## config.mk

```make
export PLATFORM = sky130hd
export DESIGN_NAME = preset_counter_tacho
export DESIGN_NICKNAME = d
export VERILOG_FILES = /design/src/cnt_pkg.sv /design/src/preset_counter_tacho.sv /design/src/pin_sync.sv /design/src/tick_gen.sv
export SDC_FILE = /design/constraint.sdc
export NUM_CORES = 1
export LEC_CHECK = 0
export ABC_AREA = 1
export ABC_CLOCK_PERIOD_IN_PS = 8550
export BUFFER_PORTS_ARGS = -buffer_cell sky130_fd_sc_hd__buf_4
export CAP_MARGIN = 20
export CORE_ASPECT_RATIO = 0.8
export CORE_MARGIN = 4
export CORE_UTILIZATION = 40
export DETAILED_ROUTE_END_ITERATION = 16
export SETUP_SLACK_MARGIN = 0.02
export SYNTH_ARGS = -nofsm -noshare
export SYNTH_HDL_FRONTEND = slang
export SYNTH_SLANG_ARGS = --single-unit
```

## constraint.sdc

```tcl
create_clock -name hclk -period 8.55 [get_ports hclk]
set_input_delay 0.855 -clock hclk [delete_from_list [all_inputs] [get_ports hclk]]
set_output_delay 0.855 -clock hclk [all_outputs]
set_load 0.02 [all_outputs]
```

## src/cnt_pkg.sv

```systemverilog
// constants shared by the preset counter and tachometer compare block
// Summary of operation
// - The set value is compared with the present value at all times, so a new set value equal to it turns the output on at once.
// - With set value and present value both zero the output is on.
// - While a reset is in progress the output is held off whatever the compare says.
// - Normal compare never turns the output on when the set value is not below the maximum count less the prescale.
// - An overflow of the present value turns the output on and shows all-F digits, whatever the set value.
// - In batch operation the block counts how often the count reaches the set value, at count rates up to 5 kHz.
// - In tachometer operation a change of comparison value is judged at once against the current measurement.
// - With default settings the tachometer turns the output on after 999.9 s with no count pulse since start.
// - In limit mode the output is on, once out of the wait state, while comparison value one is at or above comparison value two.
// - The output goes off shortly after a reset pulse of 1 ms or more, well inside the 0.8 to 1.2 ms reference.
// - The output comes on well inside 0.2 to 0.55 ms after the present value passes the set value.
package cnt_pkg;
	// ****************************************
	// register map, byte offsets
	// ****************************************
	localparam logic [7:0] CTRL_OFF = 8'h00;
	localparam logic [7:0] SETV_OFF = 8'h04;
	localparam logic [7:0] CMP2_OFF = 8'h08;
	localparam logic [7:0] PSCL_OFF = 8'h0c;
	localparam logic [7:0] AZT_OFF = 8'h10;
	localparam logic [7:0] STAT_OFF = 8'h14;
	localparam logic [7:0] PV_OFF = 8'h18;
	localparam logic [7:0] BATCH_OFF = 8'h1c;
	localparam logic [7:0] RATE_OFF = 8'h20;
	// ****************************************
	// field positions and reset values
	// ****************************************
	localparam int MODE_BIT = 0;
	localparam int BATCH_BIT = 1;
	localparam int SRST_BIT = 2;
	localparam int ST_OUT = 0;
	localparam int ST_OVF = 1;
	localparam int ST_RST = 2;
	localparam int ST_VALID = 3;
	localparam logic [2:0] CTRL_RST = 3'h0;
	localparam logic [23:0] SETV_RST = 24'h000000;
	localparam logic [23:0] CMP2_RST = 24'h000000;
	localparam logic [23:0] PSCL_RST = 24'h000001;
	localparam logic [13:0] AZT_RST = 14'h270f;
	localparam logic [23:0] MAX_PV = 24'h0f423f;
	localparam logic [23:0] OVF_SHOW = 24'hffffff;
	// ****************************************
	// timing
	// ****************************************
	localparam int CLK_NS = 100;
	localparam int TICK_MS = 100;
	localparam int TICK_CYC = TICK_MS * 1000000 / CLK_NS;
	localparam logic [3:0] GATE_TICKS = 4'ha;
	typedef enum logic [2:0] {
		T_WAIT = 3'b001,
		T_RUN = 3'b010,
		T_ZERO = 3'b100
	} tach_e;
endpackage

```

## src/preset_counter_tacho.sv

```systemverilog
// preset counter and tachometer compare logic with ahb-lite registers
`timescale 1ns/100ps
module preset_counter_tacho
	import cnt_pkg::*;
#(
	parameter int TICK_CYCLES = TICK_CYC
)
(
	// clock and reset
	input wire logic hclk,
	input wire logic hresetn,
	// ahb-lite slave
	input wire logic hsel,
	input wire logic [31:0] haddr,
	input wire logic [1:0] htrans,
	input wire logic hwrite,
	input wire logic [2:0] hsize,
	input wire logic [31:0] hwdata,
	input wire logic hready,
	output logic [31:0] hrdata,
	output logic hreadyout,
	output logic hresp,
	// sensor pins
	input wire logic count_pin,
	input wire logic reset_pin,
	// control output
	output logic ctrl_out
);
	// ****************************************
	// declarations
	// ****************************************
	logic [1:0] pin_in;
	logic [1:0] pin_lvl;
	logic [1:0] pin_rise;
	logic count_rise;
	logic reset_lvl;
	logic tick;
	logic wr_pend_r;
	logic [7:0] wr_addr_r;
	logic [2:0] ctrl_r;
	logic [23:0] setv_r;
	logic [23:0] cmp2_r;
	logic [23:0] pscl_r;
	logic [13:0] azt_r;
	logic [23:0] pv_r;
	logic ovf_r;
	logic [23:0] batch_r;
	logic [23:0] acc_r;
	logic [23:0] rate_r;
	logic [3:0] gate_r;
	logic [13:0] idle_r;
	tach_e tst_r;
	tach_e tst_nxt;
	logic rst_act;
	logic tacho;
	logic cnt_ev;
	logic t_ev;
	logic [24:0] pv_sum;
	logic reach;
	logic restart;
	logic gate_end;
	logic lim_ok;
	logic cnt_cmp;
	logic tach_cmp;
	logic out_nxt;
	logic [23:0] pv_show;

	// ****************************************
	// helpers
	// ****************************************
	function automatic logic wr_hit(
		input logic pend,
		input logic [7:0] a,
		input logic [7:0] off
	);
		wr_hit = pend && (a == off);
	endfunction

	// ****************************************
	// pin synchronisers and timebase
	// ****************************************
	assign pin_in = {reset_pin, count_pin};
	generate
		for (genvar i = 0; i < 2; i++)
		begin : g_sync
			pin_sync u_sync
			(
				.hclk(hclk),
				.hresetn(hresetn),
				.pin(pin_in[i]),
				.lvl(pin_lvl[i]),
				.rise(pin_rise[i])
			);
		end
	endgenerate
	assign count_rise = pin_rise[0];
	assign reset_lvl = pin_lvl[1];

	tick_gen #(
		.CYC(TICK_CYCLES)
	) u_tick
	(
		.hclk(hclk),
		.hresetn(hresetn),
		.tick(tick)
	);

	// ****************************************
	// ahb-lite slave
	// ****************************************
	// zero wait states; every access is answered okay
	assign hreadyout = 1'b1;
	assign hresp = 1'b0;

	always_ff @(posedge hclk or negedge hresetn)
	begin
		if (!hresetn)
		begin
			wr_pend_r <= 1'b0;
			wr_addr_r <= 8'h00;
		end
		else if (hready)
		begin
			wr_pend_r <= hsel && htrans[1] && hwrite;
			wr_addr_r <= haddr[7:0];
		end
	end

	// read data captured in the address phase, stands in the data phase
	always_ff @(posedge hclk or negedge hresetn)
	begin
		if (!hresetn)
			hrdata <= 32'h00000000;
		else if (hready && hsel && htrans[1] && !hwrite)
		begin
			case (haddr[7:0])
				CTRL_OFF: hrdata <= {29'h0, ctrl_r};
				SETV_OFF: hrdata <= {8'h00, setv_r};
				CMP2_OFF: hrdata <= {8'h00, cmp2_r};
				PSCL_OFF: hrdata <= {8'h00, pscl_r};
				AZT_OFF: hrdata <= {18'h0, azt_r};
				STAT_OFF: hrdata <= {28'h0, tst_r != T_WAIT,
					rst_act, ovf_r && !tacho, ctrl_out};
				PV_OFF: hrdata <= {8'h00, pv_show};
				BATCH_OFF: hrdata <= {8'h00, batch_r};
				RATE_OFF: hrdata <= {8'h00, rate_r};
				default: hrdata <= 32'h00000000;
			endcase
		end
	end

	// ****************************************
	// configuration registers
	// ****************************************
	always_ff @(posedge hclk or negedge hresetn)
	begin
		if (!hresetn)
		begin
			ctrl_r <= CTRL_RST;
			setv_r <= SETV_RST;
			cmp2_r <= CMP2_RST;
			pscl_r <= PSCL_RST;
			azt_r <= AZT_RST;
		end
		else
		begin
			if (wr_hit(wr_pend_r, wr_addr_r, CTRL_OFF))
				ctrl_r <= hwdata[2:0];
			if (wr_hit(wr_pend_r, wr_addr_r, SETV_OFF))
				setv_r <= hwdata[23:0];
			if (wr_hit(wr_pend_r, wr_addr_r, CMP2_OFF))
				cmp2_r <= hwdata[23:0];
			if (wr_hit(wr_pend_r, wr_addr_r, PSCL_OFF))
				pscl_r <= hwdata[23:0];
			if (wr_hit(wr_pend_r, wr_addr_r, AZT_OFF))
				azt_r <= hwdata[13:0];
		end
	end

	// ****************************************
	// counter operation
	// ****************************************
	assign tacho = ctrl_r[MODE_BIT];
	assign rst_act = reset_lvl || ctrl_r[SRST_BIT];
	assign cnt_ev = count_rise && !tacho && !rst_act && !ovf_r;
	assign pv_sum = {1'b0, pv_r} + {1'b0, pscl_r};
	assign reach = cnt_ev && (pv_sum >= {1'b0, setv_r})
		&& (pv_r < setv_r) && lim_ok;
	assign restart = ctrl_r[BATCH_BIT] && (setv_r != 24'h000000)
		&& (pv_r >= setv_r);
	// all-f only while the overflow also drives the output
	assign pv_show = (ovf_r && !tacho && !rst_act)
		? OVF_SHOW : pv_r;

	always_ff @(posedge hclk or negedge hresetn)
	begin
		if (!hresetn)
		begin
			pv_r <= 24'h000000;
			ovf_r <= 1'b0;
		end
		else if (rst_act)
		begin
			pv_r <= 24'h000000;
			ovf_r <= 1'b0;
		end
		else if (cnt_ev)
		begin
			// batch restart: the pulse after a full batch starts anew
			if (restart)
				pv_r <= pscl_r;
			else if (pv_sum > {1'b0, MAX_PV})
				ovf_r <= 1'b1;
			else
				pv_r <= pv_sum[23:0];
		end
	end

	// set wins over the software clear
	always_ff @(posedge hclk or negedge hresetn)
	begin
		if (!hresetn)
			batch_r <= 24'h000000;
		else if (reach && ctrl_r[BATCH_BIT])
			batch_r <= batch_r + 24'h000001;
		else if (wr_hit(wr_pend_r, wr_addr_r, BATCH_OFF))
			batch_r <= 24'h000000;
	end

	// sum form avoids underflow when prescale exceeds the maximum
	assign lim_ok = ({1'b0, setv_r} + {1'b0, pscl_r})
		< {1'b0, MAX_PV};
	assign cnt_cmp = ovf_r
		|| ((setv_r == 24'h000000) && (pv_r == 24'h000000))
		|| (lim_ok && (pv_r >= setv_r));

	// ****************************************
	// tachometer operation
	// ****************************************
	assign t_ev = count_rise && tacho && !rst_act;
	assign gate_end = tick && (gate_r == GATE_TICKS - 4'h1);

	always_ff @(posedge hclk or negedge hresetn)
	begin
		if (!hresetn)
		begin
			gate_r <= 4'h0;
			acc_r <= 24'h000000;
		end
		else if (!tacho || rst_act)
		begin
			gate_r <= 4'h0;
			acc_r <= 24'h000000;
		end
		else
		begin
			if (gate_end)
				gate_r <= 4'h0;
			else if (tick)
				gate_r <= gate_r + 4'h1;
			if (gate_end)
				acc_r <= {23'h0, t_ev};
			else if (t_ev && (acc_r != OVF_SHOW))
				acc_r <= acc_r + 24'h000001;
		end
	end

	// idle time since the last pulse, in ticks
	always_ff @(posedge hclk or negedge hresetn)
	begin
		if (!hresetn)
			idle_r <= 14'h0000;
		else if (!tacho || rst_act || t_ev)
			idle_r <= 14'h0000;
		else if (tick && (idle_r != azt_r))
			idle_r <= idle_r + 14'h0001;
	end

	always_comb
	begin
		tst_nxt = tst_r;
		case (tst_r)
			T_WAIT:
			begin
				if (gate_end && (acc_r != 24'h000000))
					tst_nxt = T_RUN;
				else if (idle_r == azt_r)
					tst_nxt = T_ZERO;
			end
			T_RUN:
			begin
				if (idle_r == azt_r)
					tst_nxt = T_ZERO;
			end
			T_ZERO:
			begin
				if (gate_end && (acc_r != 24'h000000))
					tst_nxt = T_RUN;
			end
			default:
				tst_nxt = T_WAIT;
		endcase
	end

	always_ff @(posedge hclk or negedge hresetn)
	begin
		if (!hresetn)
		begin
			tst_r <= T_WAIT;
			rate_r <= 24'h000000;
		end
		else if (!tacho || rst_act)
		begin
			tst_r <= T_WAIT;
			rate_r <= 24'h000000;
		end
		else
		begin
			tst_r <= tst_nxt;
			if (tst_nxt == T_ZERO)
				rate_r <= 24'h000000;
			else if (gate_end && (acc_r != 24'h000000))
				rate_r <= acc_r;
		end
	end

	// either limit alone would leave a gap; cmp1 >= cmp2 closes it
	assign tach_cmp = (tst_r != T_WAIT)
		&& ((rate_r >= cmp2_r) || (rate_r <= setv_r));

	// ****************************************
	// control output
	// ****************************************
	always_comb
	begin
		if (rst_act)
			out_nxt = 1'b0;
		else if (tacho)
			out_nxt = tach_cmp;
		else
			out_nxt = cnt_cmp;
	end

	// one cycle after the compare; far inside the delay budget
	always_ff @(posedge hclk or negedge hresetn)
	begin
		if (!hresetn)
			ctrl_out <= 1'b0;
		else
			ctrl_out <= out_nxt;
	end
endmodule

```

## src/pin_sync.sv

```systemverilog
// three-stage input synchroniser with agreement filter and rise pulse
`timescale 1ns/100ps
module pin_sync
(
	// clock and reset
	input wire logic hclk,
	input wire logic hresetn,
	// pin and result
	input wire logic pin,
	output logic lvl,
	output logic rise
);
	logic s1_r;
	logic s2_r;
	logic s3_r;
	always_ff @(posedge hclk or negedge hresetn)
	begin
		if (!hresetn)
		begin
			s1_r <= 1'b0;
			s2_r <= 1'b0;
			s3_r <= 1'b0;
			lvl <= 1'b0;
			rise <= 1'b0;
		end
		else
		begin
			s1_r <= pin;
			s2_r <= s1_r;
			s3_r <= s2_r;
			// change counts only once stages two and three agree
			if (s2_r == s3_r)
				lvl <= s3_r;
			rise <= (s2_r == s3_r) && s3_r && !lvl;
		end
	end
endmodule

```

## src/tick_gen.sv

```systemverilog
// free-running divider giving a one-cycle tick
`timescale 1ns/100ps
module tick_gen
#(
	parameter int CYC = 1000000
)
(
	// clock and reset
	input wire logic hclk,
	input wire logic hresetn,
	// tick out
	output logic tick
);
	logic [23:0] cnt_r;
	always_ff @(posedge hclk or negedge hresetn)
	begin
		if (!hresetn)
		begin
			cnt_r <= 24'h000000;
			tick <= 1'b0;
		end
		else
		begin
			tick <= (cnt_r == 24'(CYC - 1));
			if (cnt_r == 24'(CYC - 1))
				cnt_r <= 24'h000000;
			else
				cnt_r <= cnt_r + 24'h000001;
		end
	end
endmodule

```

==> impl_summary.log, run 1 <==
INFO  metric routed_wire_length_on_met3 = 4.99 mm
INFO  metric worst-r2r-setup-slack = 3700 ps
INFO  metric via_count = 18600
INFO  metric core_region_area = 47300 sq um
INFO  metric report.final.hold_viol_count = 0
INFO  metric crit_slowest_cell = sky130_fd_sc_hd__dfstp_2
INFO  metric fin_worst_hold_slack = 216 ps
INFO  metric flow.area_growth_from_synthesis = 10.8%
INFO  metric drt_pre_antenna_iters = 5
INFO  metric synth-edff-count = 0
INFO  metric synthTopCellsByArea = sky130_fd_sc_hd__dfrtp_1 (34%), sky130_fd_sc_hd__nand2_1 (14%), sky130_fd_sc_hd__ha_1 (9.9%)
INFO  metric worst_slew_margin_rel = 30.7%
INFO  metric worst_ep_arrival = 5310 ps
INFO  metric worst_setup_path_end_kind = register
INFO  metric post_cts.repair.setup_buffers = 0
INFO  metric cts.root.buffer_cell = sky130_fd_sc_hd__clkbuf_16
INFO  metric timing.final.crit_period = 4850 ps
INFO  metric leakagePower = 0.0111 uW
INFO  metric critPathMaxStageDelay = 620 ps
INFO  metric dp_hpwl = 48.6 mm
INFO  metric floorplan.die_area = 51800 sq um
INFO  metric worst_hold_path_type = in -> async
INFO  metric synth_top_cell_by_area = sky130_fd_sc_hd__dfrtp_1
INFO  metric report.final.slew_viol_count = 0
INFO  metric post-layout-total-power = 4230 uW
INFO  metric swShare = 37.7%
INFO  metric grt_pass1_vias = 17200
INFO  metric global_route_wire_length_before_repair = 98.0 mm
INFO  metric yosysTopAreaCellShare = 34.4%
INFO  metric detailed_routing_wirelength_on_met1 = 29.7 mm
INFO  metric cts.clk_slew.worst_paths = 70 ps
INFO  metric io_pins = 111
INFO  metric final.setup_skew = 17.4 ps
INFO  metric cts_buffer_depth = 3
INFO  metric gp_congestion = 0.962
INFO  metric grt_start_max_net_pins = 172
INFO  metric grt_setup_unrepaired = no
INFO  metric totalWireLength = 62.6 mm
INFO  metric power_report.internal_total = 2630 uW
INFO  metric finalSetupTns = 0 ps
INFO  metric initial_utilization = 40.7%
INFO  metric grt_use_total = 23.8%
INFO  metric cp_cell_sequence = ha_1 -> inv_1 -> fa_1 -> inv_1 -> nand3_1 -> nand2_1 -> nand2_1 -> nand2_1 -> nand2_1 -> nand2_1 -> nand2_1 -> nand2_1 -> inv_1 -> ha_1 -> nand4_1 -> nand3b_1 -> o311ai_0 -> nor2_1 -> a21oi_2 -> buf_4 -> nand3_2 -> nand3_1 -> nand2_1
INFO  metric maxUsedRoutingLayer = met5
INFO  metric cpMostUsedCell = sky130_fd_sc_hd__nand2_1
INFO  metric final_net_count = 2951
INFO  metric path_class = reg -> reg
INFO  metric globalRouteOverflowTotal = 0
INFO  metric layout_worst_path_cycle_share = 56.7%
INFO  metric run_status = finished clean
INFO  metric start_kind = register
INFO  metric postLayoutSetupSlackWorst = 3700 ps
INFO  metric vdd.ir_drop.worst = 0.147 mV
INFO  metric die_w = 253 um
INFO  metric share_clk_of_total_power = 32.4%
INFO  metric yosysWarningCount = 0
INFO  metric tritoncts.num_buffers = 29
INFO  metric drive_gt1_share = 6.46%
INFO  metric synth_area_per_cell = 7.20 sq um
INFO  metric rows = 71
INFO  metric number_of_synthesized_register_bits = 275
INFO  metric max_freq = 0.206 GHz
INFO  metric antenna-diode-count = 0
INFO  metric viasPerCell = 5.54
INFO  metric maxCapViolCount = 0
INFO  metric power.combinational.fraction = 32.9%
INFO  metric holdBufCountCts = 0
INFO  metric crit_path_max_fanout = 24
INFO  metric cts-htree-levels = 1
INFO  metric switchingPower = 1590 uW
INFO  metric cts_sinks = 275
INFO  metric antenna_found_initial = 2
INFO  metric antenna_left = 0
INFO  metric drc = 0
INFO  metric ctsResizeCount = 0
INFO  metric dp_slack = 3790 ps
INFO  metric synthCells = 2678
INFO  metric async_flop_share = 100%
INFO  metric setup_viol = 0
INFO  metric power-per-cell-area = 198 nW/um^2
INFO  metric synth_area = 19300 sq um
INFO  metric wl_per_cell = 18.6 um
INFO  metric met2_wirelength = 26.2 mm
INFO  metric pwr-share-seq = 34.7%
INFO  metric yosysSeqAreaShare = 35.8%
INFO  metric clock_insertion_delay_worst_skew = 600 ps
INFO  metric dominantRegCellSynth = sky130_fd_sc_hd__dfrtp_1
INFO  metric initialDrtViolationCount = 1855
INFO  metric post_synth_num_cell_types = 61
INFO  metric place.port_buffers = 64
INFO  metric tritoncts_clock_tree = done
INFO  metric die_h = 204 um
INFO  metric required = 9010 ps
INFO  metric tightest_slew = 1040 ps
[power by group through the flow]
| stage | Clock [uW] | Combinational (uW) | Sequential [uW] |
|---|---|---|---|
| 3_5_place_dp | 0 | 1360 | 1490 |
| 4_1_cts | 1400 | 1370 | 1460 |
| 3_3_place_gp | 0 | 1330 | 1480 |
| 6_report | 1370 | 1390 | 1470 |
| 2_1_floorplan | 0 | 998 | 1440 |
| 5_1_grt | 1450 | 1590 | 1470 |
[flip-flops by register name (all words and copies together) (netlist names), 2 cells and up]
name / count
acc_r: 24
batch_r: 24
cmp2_r: 24
hrdata: 24
pscl_r: 24
pv_r: 24
rate_r: 24
setv_r: 24
u_tick.cnt_r: 24
azt_r: 14
idle_r: 14
wr_addr_r: 8
gate_r: 4
ctrl_r: 3
tst_r: 3
g_sync.u_sync.lvl: 2
g_sync.u_sync.s1_r: 2
g_sync.u_sync.s2_r: 2
g_sync.u_sync.s3_r: 2
[synth_stat cells, drive strengths merged, types with 24 or more instances]
| library cell | number |
|---|---|
| xor2 | 40 |
| nand3 | 167 |
| nand4 | 91 |
| ha | 152 |
| clkbuf | 45 |
| dfrtp | 265 |
| nor3 | 58 |
| a21oi | 158 |
| nor4 | 24 |
| inv | 364 |
| buf | 32 |
| nand2 | 728 |
| nor2 | 186 |
| o21ai | 211 |
[cell usage in the layout, fill, tap and decap left out, types with 5 or more instances in the layout]
master,n
sky130_fd_sc_hd__o2111ai_1,15
sky130_fd_sc_hd__inv_2,5
sky130_fd_sc_hd__o22ai_1,15
sky130_fd_sc_hd__conb_1,10
sky130_fd_sc_hd__dfrtp_1,265
sky130_fd_sc_hd__o21a_1,7
sky130_fd_sc_hd__nand3b_1,7
sky130_fd_sc_hd__a31oi_1,14
sky130_fd_sc_hd__o21ai_0,210
sky130_fd_sc_hd__a21oi_1,153
sky130_fd_sc_hd__nor3_1,51
sky130_fd_sc_hd__xnor2_1,10
sky130_fd_sc_hd__buf_4,79
sky130_fd_sc_hd__nand3_1,163
sky130_fd_sc_hd__nand4_1,91
sky130_fd_sc_hd__clkbuf_8,8
sky130_fd_sc_hd__clkbuf_1,8
sky130_fd_sc_hd__nor2_1,181
sky130_fd_sc_hd__inv_1,359
sky130_fd_sc_hd__nand2_1,719
sky130_fd_sc_hd__nand2_2,6
sky130_fd_sc_hd__a211oi_1,10
sky130_fd_sc_hd__xor2_1,39
sky130_fd_sc_hd__ha_1,152
sky130_fd_sc_hd__nor3_2,7
sky130_fd_sc_hd__dfstp_2,10
sky130_fd_sc_hd__a21o_1,12
sky130_fd_sc_hd__a221oi_1,11
sky130_fd_sc_hd__o211ai_1,7
sky130_fd_sc_hd__clkbuf_16,29
sky130_fd_sc_hd__a21oi_2,5
sky130_fd_sc_hd__nor4_1,24
[final cells by class]
type / instances / area [sq um]
Clock buffer: 45 / 866
Clock inverter: 7 / 155
Fill cell: 4848 / 26000
Inverter: 367 / 1380
Multi-Input combinational cell: 1967 / 10700
Sequential cell: 275 / 6890
Tap cell: 620 / 776
Timing Repair Buffer: 81 / 628
[metrics by stage]
stage	util [%]	std cells	instance area, sq um
2_1_floorplan	-	2686	19300
3_3_place_gp	43.0	3310	20300
3_5_place_dp	43.0	3310	20300
4_1_cts	45.1	3362	21400
5_1_grt	45.1	3362	21400
6_report	45.1	3362	21400
[worst paths after layout]
check,start,endpoint,cells after the start
worst min-delay path,hresetn,pscl_r[18]$_DFFE_PN0P_,1
worst max-delay path,pscl_r[0]$_DFFE_PN1P_,batch_r[13]$_DFFE_PN0P_,23
worst max register to register,pscl_r[0]$_DFFE_PN1P_,batch_r[13]$_DFFE_PN0P_,23
min in group hclk,g_sync[0].u_sync.s1_r$_DFF_PN0_,g_sync[0].u_sync.s2_r$_DFF_PN0_,0
max in group asynchronous,hresetn,u_tick.cnt_r[21]$_DFF_PN0_,2
worst min register to register,g_sync[0].u_sync.s1_r$_DFF_PN0_,g_sync[0].u_sync.s2_r$_DFF_PN0_,0
[logic make-up (layout without fill, tap and decap cells)]
kind of cell             Yosys count  count (layout)  synth area share, %
buffers and inverters            444             500                 9.10
flip-flops                       275             275                 35.8
adder cells (fa/ha/maj)          155             155                 10.1
multiplexers                       1               1               0.0584
XOR/XNOR                          50              50                 2.31
other                              2              10               0.0390
AO/OA/AOI/OAI                    479             479                 14.0
AND/OR/NAND/NOR                 1272            1272                 28.6
[per-layer routing]
metal | vias to the layer above | global-route usage [%]
met1 | 8790 | 36.1
met5 | - | 0
met3 | 120 | 3.77
met4 | 2 | 6.14
li1 | 9007 | -
met2 | 693 | 35.3
[critical path: cells and delay by family (launching register included)]
kind	cells	cell delay [ps]
AOI/OAI and AO/OA	2	470
adders and majority gates	3	940
buffers and inverters	4	550
DFF	1	620
and+or+nand+nor	14	2100
Note: power is estimated with default switching activity, not from simulation.
==> inputs of run 2 (changes only) <==
Settings changed: ABC_CLOCK_PERIOD_IN_PS 8550 to 4300.
Clock period 8.55 ns to 4.3 ns, I/O delays scaled along.
==> impl_summary.log, run 2 (synthesis results as in run 1) <==
INFO  metric dp_hpwl = 49.9 mm (+2.8%)
INFO  metric path_delay_family = simple AND/OR/NAND/NOR gates
INFO  metric gp_congestion = 0.942 (-2.1%)
INFO  metric crit_path_max_fanout = 23 (-4.2%)
INFO  metric worst-r2r-setup-slack = 320 ps (-3380 ps)
INFO  metric rows = 71 (unchanged)
INFO  metric die_w = 253 um (unchanged)
INFO  metric grt_pass1_vias = 17700 (+2.4%)
INFO  metric wl_per_cell = 19.0 um (+1.9%)
INFO  metric critical_path.startpoint = pscl_r[0]$_DFFE_PN1P_
INFO  metric grt_start_max_net_pins = 90 (-48%)
INFO  metric cp_cell_sequence = ha_1 -> inv_1 -> fa_1 -> inv_1 -> nand3_1 -> nand2_1 -> nand2_1 -> nand2_4 -> nand2_1 -> nand2_1 -> nand2_1 -> nand3_1 -> nand2_1 -> ha_1 -> nand2_1 -> nor2_1 -> nand2_1 -> o311ai_1 -> nor2_1 -> a21oi_2 -> nand3_2 -> buf_8 -> nand3_1 -> nand2_1
INFO  metric vdd.ir_drop.worst = 0.261 mV (+78%)
INFO  metric report.final.hold_viol_count = 0 (unchanged)
INFO  metric run_status = finished clean
INFO  metric antenna_left = 0 (unchanged)
INFO  metric grt_setup_unrepaired = no
INFO  metric cts-htree-levels = 1 (unchanged)
INFO  metric num-fill-cells = 4763 (-1.8%)
INFO  metric required = 4750 ps (-4260 ps)
INFO  metric tritoncts_clock_tree = done
INFO  metric final.setup_skew = 15.5 ps (-1.83 ps)
INFO  metric max_freq = 0.251 GHz (+22%)
INFO  metric regToRegStartpoint = pscl_r[0]$_DFFE_PN1P_
INFO  metric crit_slowest_cell = sky130_fd_sc_hd__dfstp_2
INFO  metric layout_worst_path_cycle_share = 92.7% (+36 points)
INFO  metric tritoncts.num_buffers = 29 (unchanged)
INFO  metric report.final.slew_viol_count = 0 (unchanged)
INFO  metric finish.cell_count_without_fillers = 3389 (+0.80%)
INFO  metric initialDrtViolationCount = 1741 (-6.1%)
INFO  metric maxCapViolCount = 0 (unchanged)
INFO  metric clock_insertion_delay_worst_skew = 580 ps (-20 ps)
INFO  metric cts_sinks = 275 (unchanged)
INFO  metric worst_setup_path_end_kind = register
INFO  metric place.port_buffers = 64 (unchanged)
INFO  metric globalRouteOverflowTotal = 0 (unchanged)
INFO  metric worst_slew_margin_rel = 33.2% (+2.5 points)
INFO  metric via_count = 18600 (-0.021%)
INFO  metric postLayoutCoreUtil = 45.8% (+0.67 points)
INFO  metric drt_pre_antenna_iters = 6 (+1)
INFO  metric count_of_buffering_cells_on_the_critical_path_with_inverters_included = 3 (-1)
INFO  metric global_route_wire_length_before_repair = 101 mm (+3.0%)
INFO  metric initial_utilization = 40.7% (unchanged)
INFO  metric mostFrequentLayoutCell = sky130_fd_sc_hd__nand2_1
INFO  metric critPathMaxStageDelay = 530 ps (-90 ps)
INFO  metric grt_use_total = 24.5% (+0.73 points)
INFO  metric setup_viol = 0 (unchanged)
INFO  metric worst_hold_path_type = in -> reg
INFO  metric cts.root.buffer_cell = sky130_fd_sc_hd__clkbuf_16
INFO  metric totalWireLength = 64.3 mm (+2.7%)
INFO  metric cts.clk_slew.worst_paths = 60 ps (about the same)
INFO  metric hp-start = haddr[0]
INFO  metric flow.area_growth_from_synthesis = 12.5%
INFO  metric cts_buffer_depth = 3 (unchanged)
INFO  metric drive_gt1_share = 7.51% (+1.1 points)
INFO  metric path_class = reg -> reg
INFO  metric tightest_slew = 999 ps (-38.0 ps)
INFO  metric start_kind = register
INFO  metric post_cts.repair.setup_buffers = 0 (unchanged)
INFO  metric leakagePower = 0.0112 uW (+1.5%)
INFO  metric worst_ep_arrival = 4440 ps (-870 ps)
INFO  metric finalSetupTns = 0 ps (unchanged)
INFO  metric core_region_area = 47300 sq um (unchanged)
INFO  metric power-per-cell-area = 401 nW/um^2 (+100%)
INFO  metric final_net_count = 2976 (+0.85%)
INFO  metric viasPerCell = 5.49 (-0.82%)
INFO  metric die_h = 204 um (unchanged)
INFO  metric cpMostUsedCell = sky130_fd_sc_hd__nand2_1
INFO  metric final_cell_mix = sky130_fd_sc_hd__nand2_1 (717), sky130_fd_sc_hd__inv_1 (359), sky130_fd_sc_hd__dfrtp_1 (265), sky130_fd_sc_hd__o21ai_0 (208), sky130_fd_sc_hd__nor2_1 (180)
INFO  metric antenna_found_initial = 1 (-1)
INFO  metric floorplan.die_area = 51800 sq um (unchanged)
INFO  metric io_pins = 111 (unchanged)
INFO  metric drc = 0 (unchanged)
INFO  metric timing.final.crit_period = 3980 ps (-866 ps)
INFO  metric antenna-diode-count = 0 (unchanged)
INFO  metric place_inst = 3331 (+0.63%)
## run 2: cell count changes in the layout (fill, tap and decap cells not counted), sizes merged
cell         previous run  this run
buf                    81       103
clkinv                  3         6
clkbuf                 45        42
dlygate4sd3             0         3
clkinvlp                2         1
bufinv                  4         7
## run 2: per-layer routing
layer | up-vias | wire length (um) | GRT usage, %
li1 | 9039 | - | -
met1 | 8820 | 31000 | 37.0
met2 | 654 | 26800 | 36.4
met3 | 95 | 5000 | 4.64
met4 | 0 | 1520 | 5.53
met5 | - | 0 | 0
## run 2: path summary, 6_finish.rpt
kind / to / depth (start not counted)
max in group asynchronous: acc_r[18]$_DFFE_PN0P_ / 3
hold reg to reg: g_sync[0].u_sync.s2_r$_DFF_PN0_ / 0
min in group asynchronous: setv_r[23]$_DFFE_PN0P_ / 2
hold / removal: wr_addr_r[0]$_DFFE_PN0P_ / 3
setup reg to reg: batch_r[23]$_DFFE_PN0P_ / 24
setup / recovery: batch_r[23]$_DFFE_PN0P_ / 24
## run 2: metrics by stage
stage / setup slack, ps / total power [uW] / instance area [sq um] / hold WS [ps]
3_5_place_dp: 175 / 5690 / 20500 / 341
3_3_place_gp: 285 / 5640 / 20500 / 336
6_report: 315 / 8690 / 21700 / 87.3
2_1_floorplan: 747 / 4850 / 19300 / 134
4_1_cts: 162 / 8630 / 21600 / 68.3
5_1_grt: 40.8 / 9240 / 21700 / 77.6
## run 2: tightest hold or removal path, delay by kind of cell
family,cells,cell delay (ps)
AOI/OAI and AO/OA,1,60
buffers and inverters,1,90
and+or+nand+nor,1,40
## run 2: cell type report
| type | instances | area, sq um | area share, % |
|---|---|---|---|
| Multi-Input combinational cell | 1967 | 10700 | 49.3 |
| Sequential cell | 275 | 6890 | 31.8 |
| Inverter | 367 | 1380 | 6.35 |
| Clock buffer | 42 | 855 | 3.94 |
| Timing Repair Buffer | 106 | 855 | 3.94 |
| Tap cell | 620 | 776 | 3.58 |
| Clock inverter | 12 | 241 | 1.11 |
## run 2: repair_timing
action / CTS / global route
hold buffers: 3 / 0
endpoints found under the setup margin: 0 / 24
gates resized for setup: 0 / 11
hold endpoints to repair: 66 / 0
## run 2: report_power, final
group,leakage (uW),internal [uW],total [uW],switching (uW)
sequential,0.00337,2720,2900,179
clock,0.000536,1790,2930,1130
combinational,0.00734,929,2870,1940
total,0.0112,5440,8690,3250
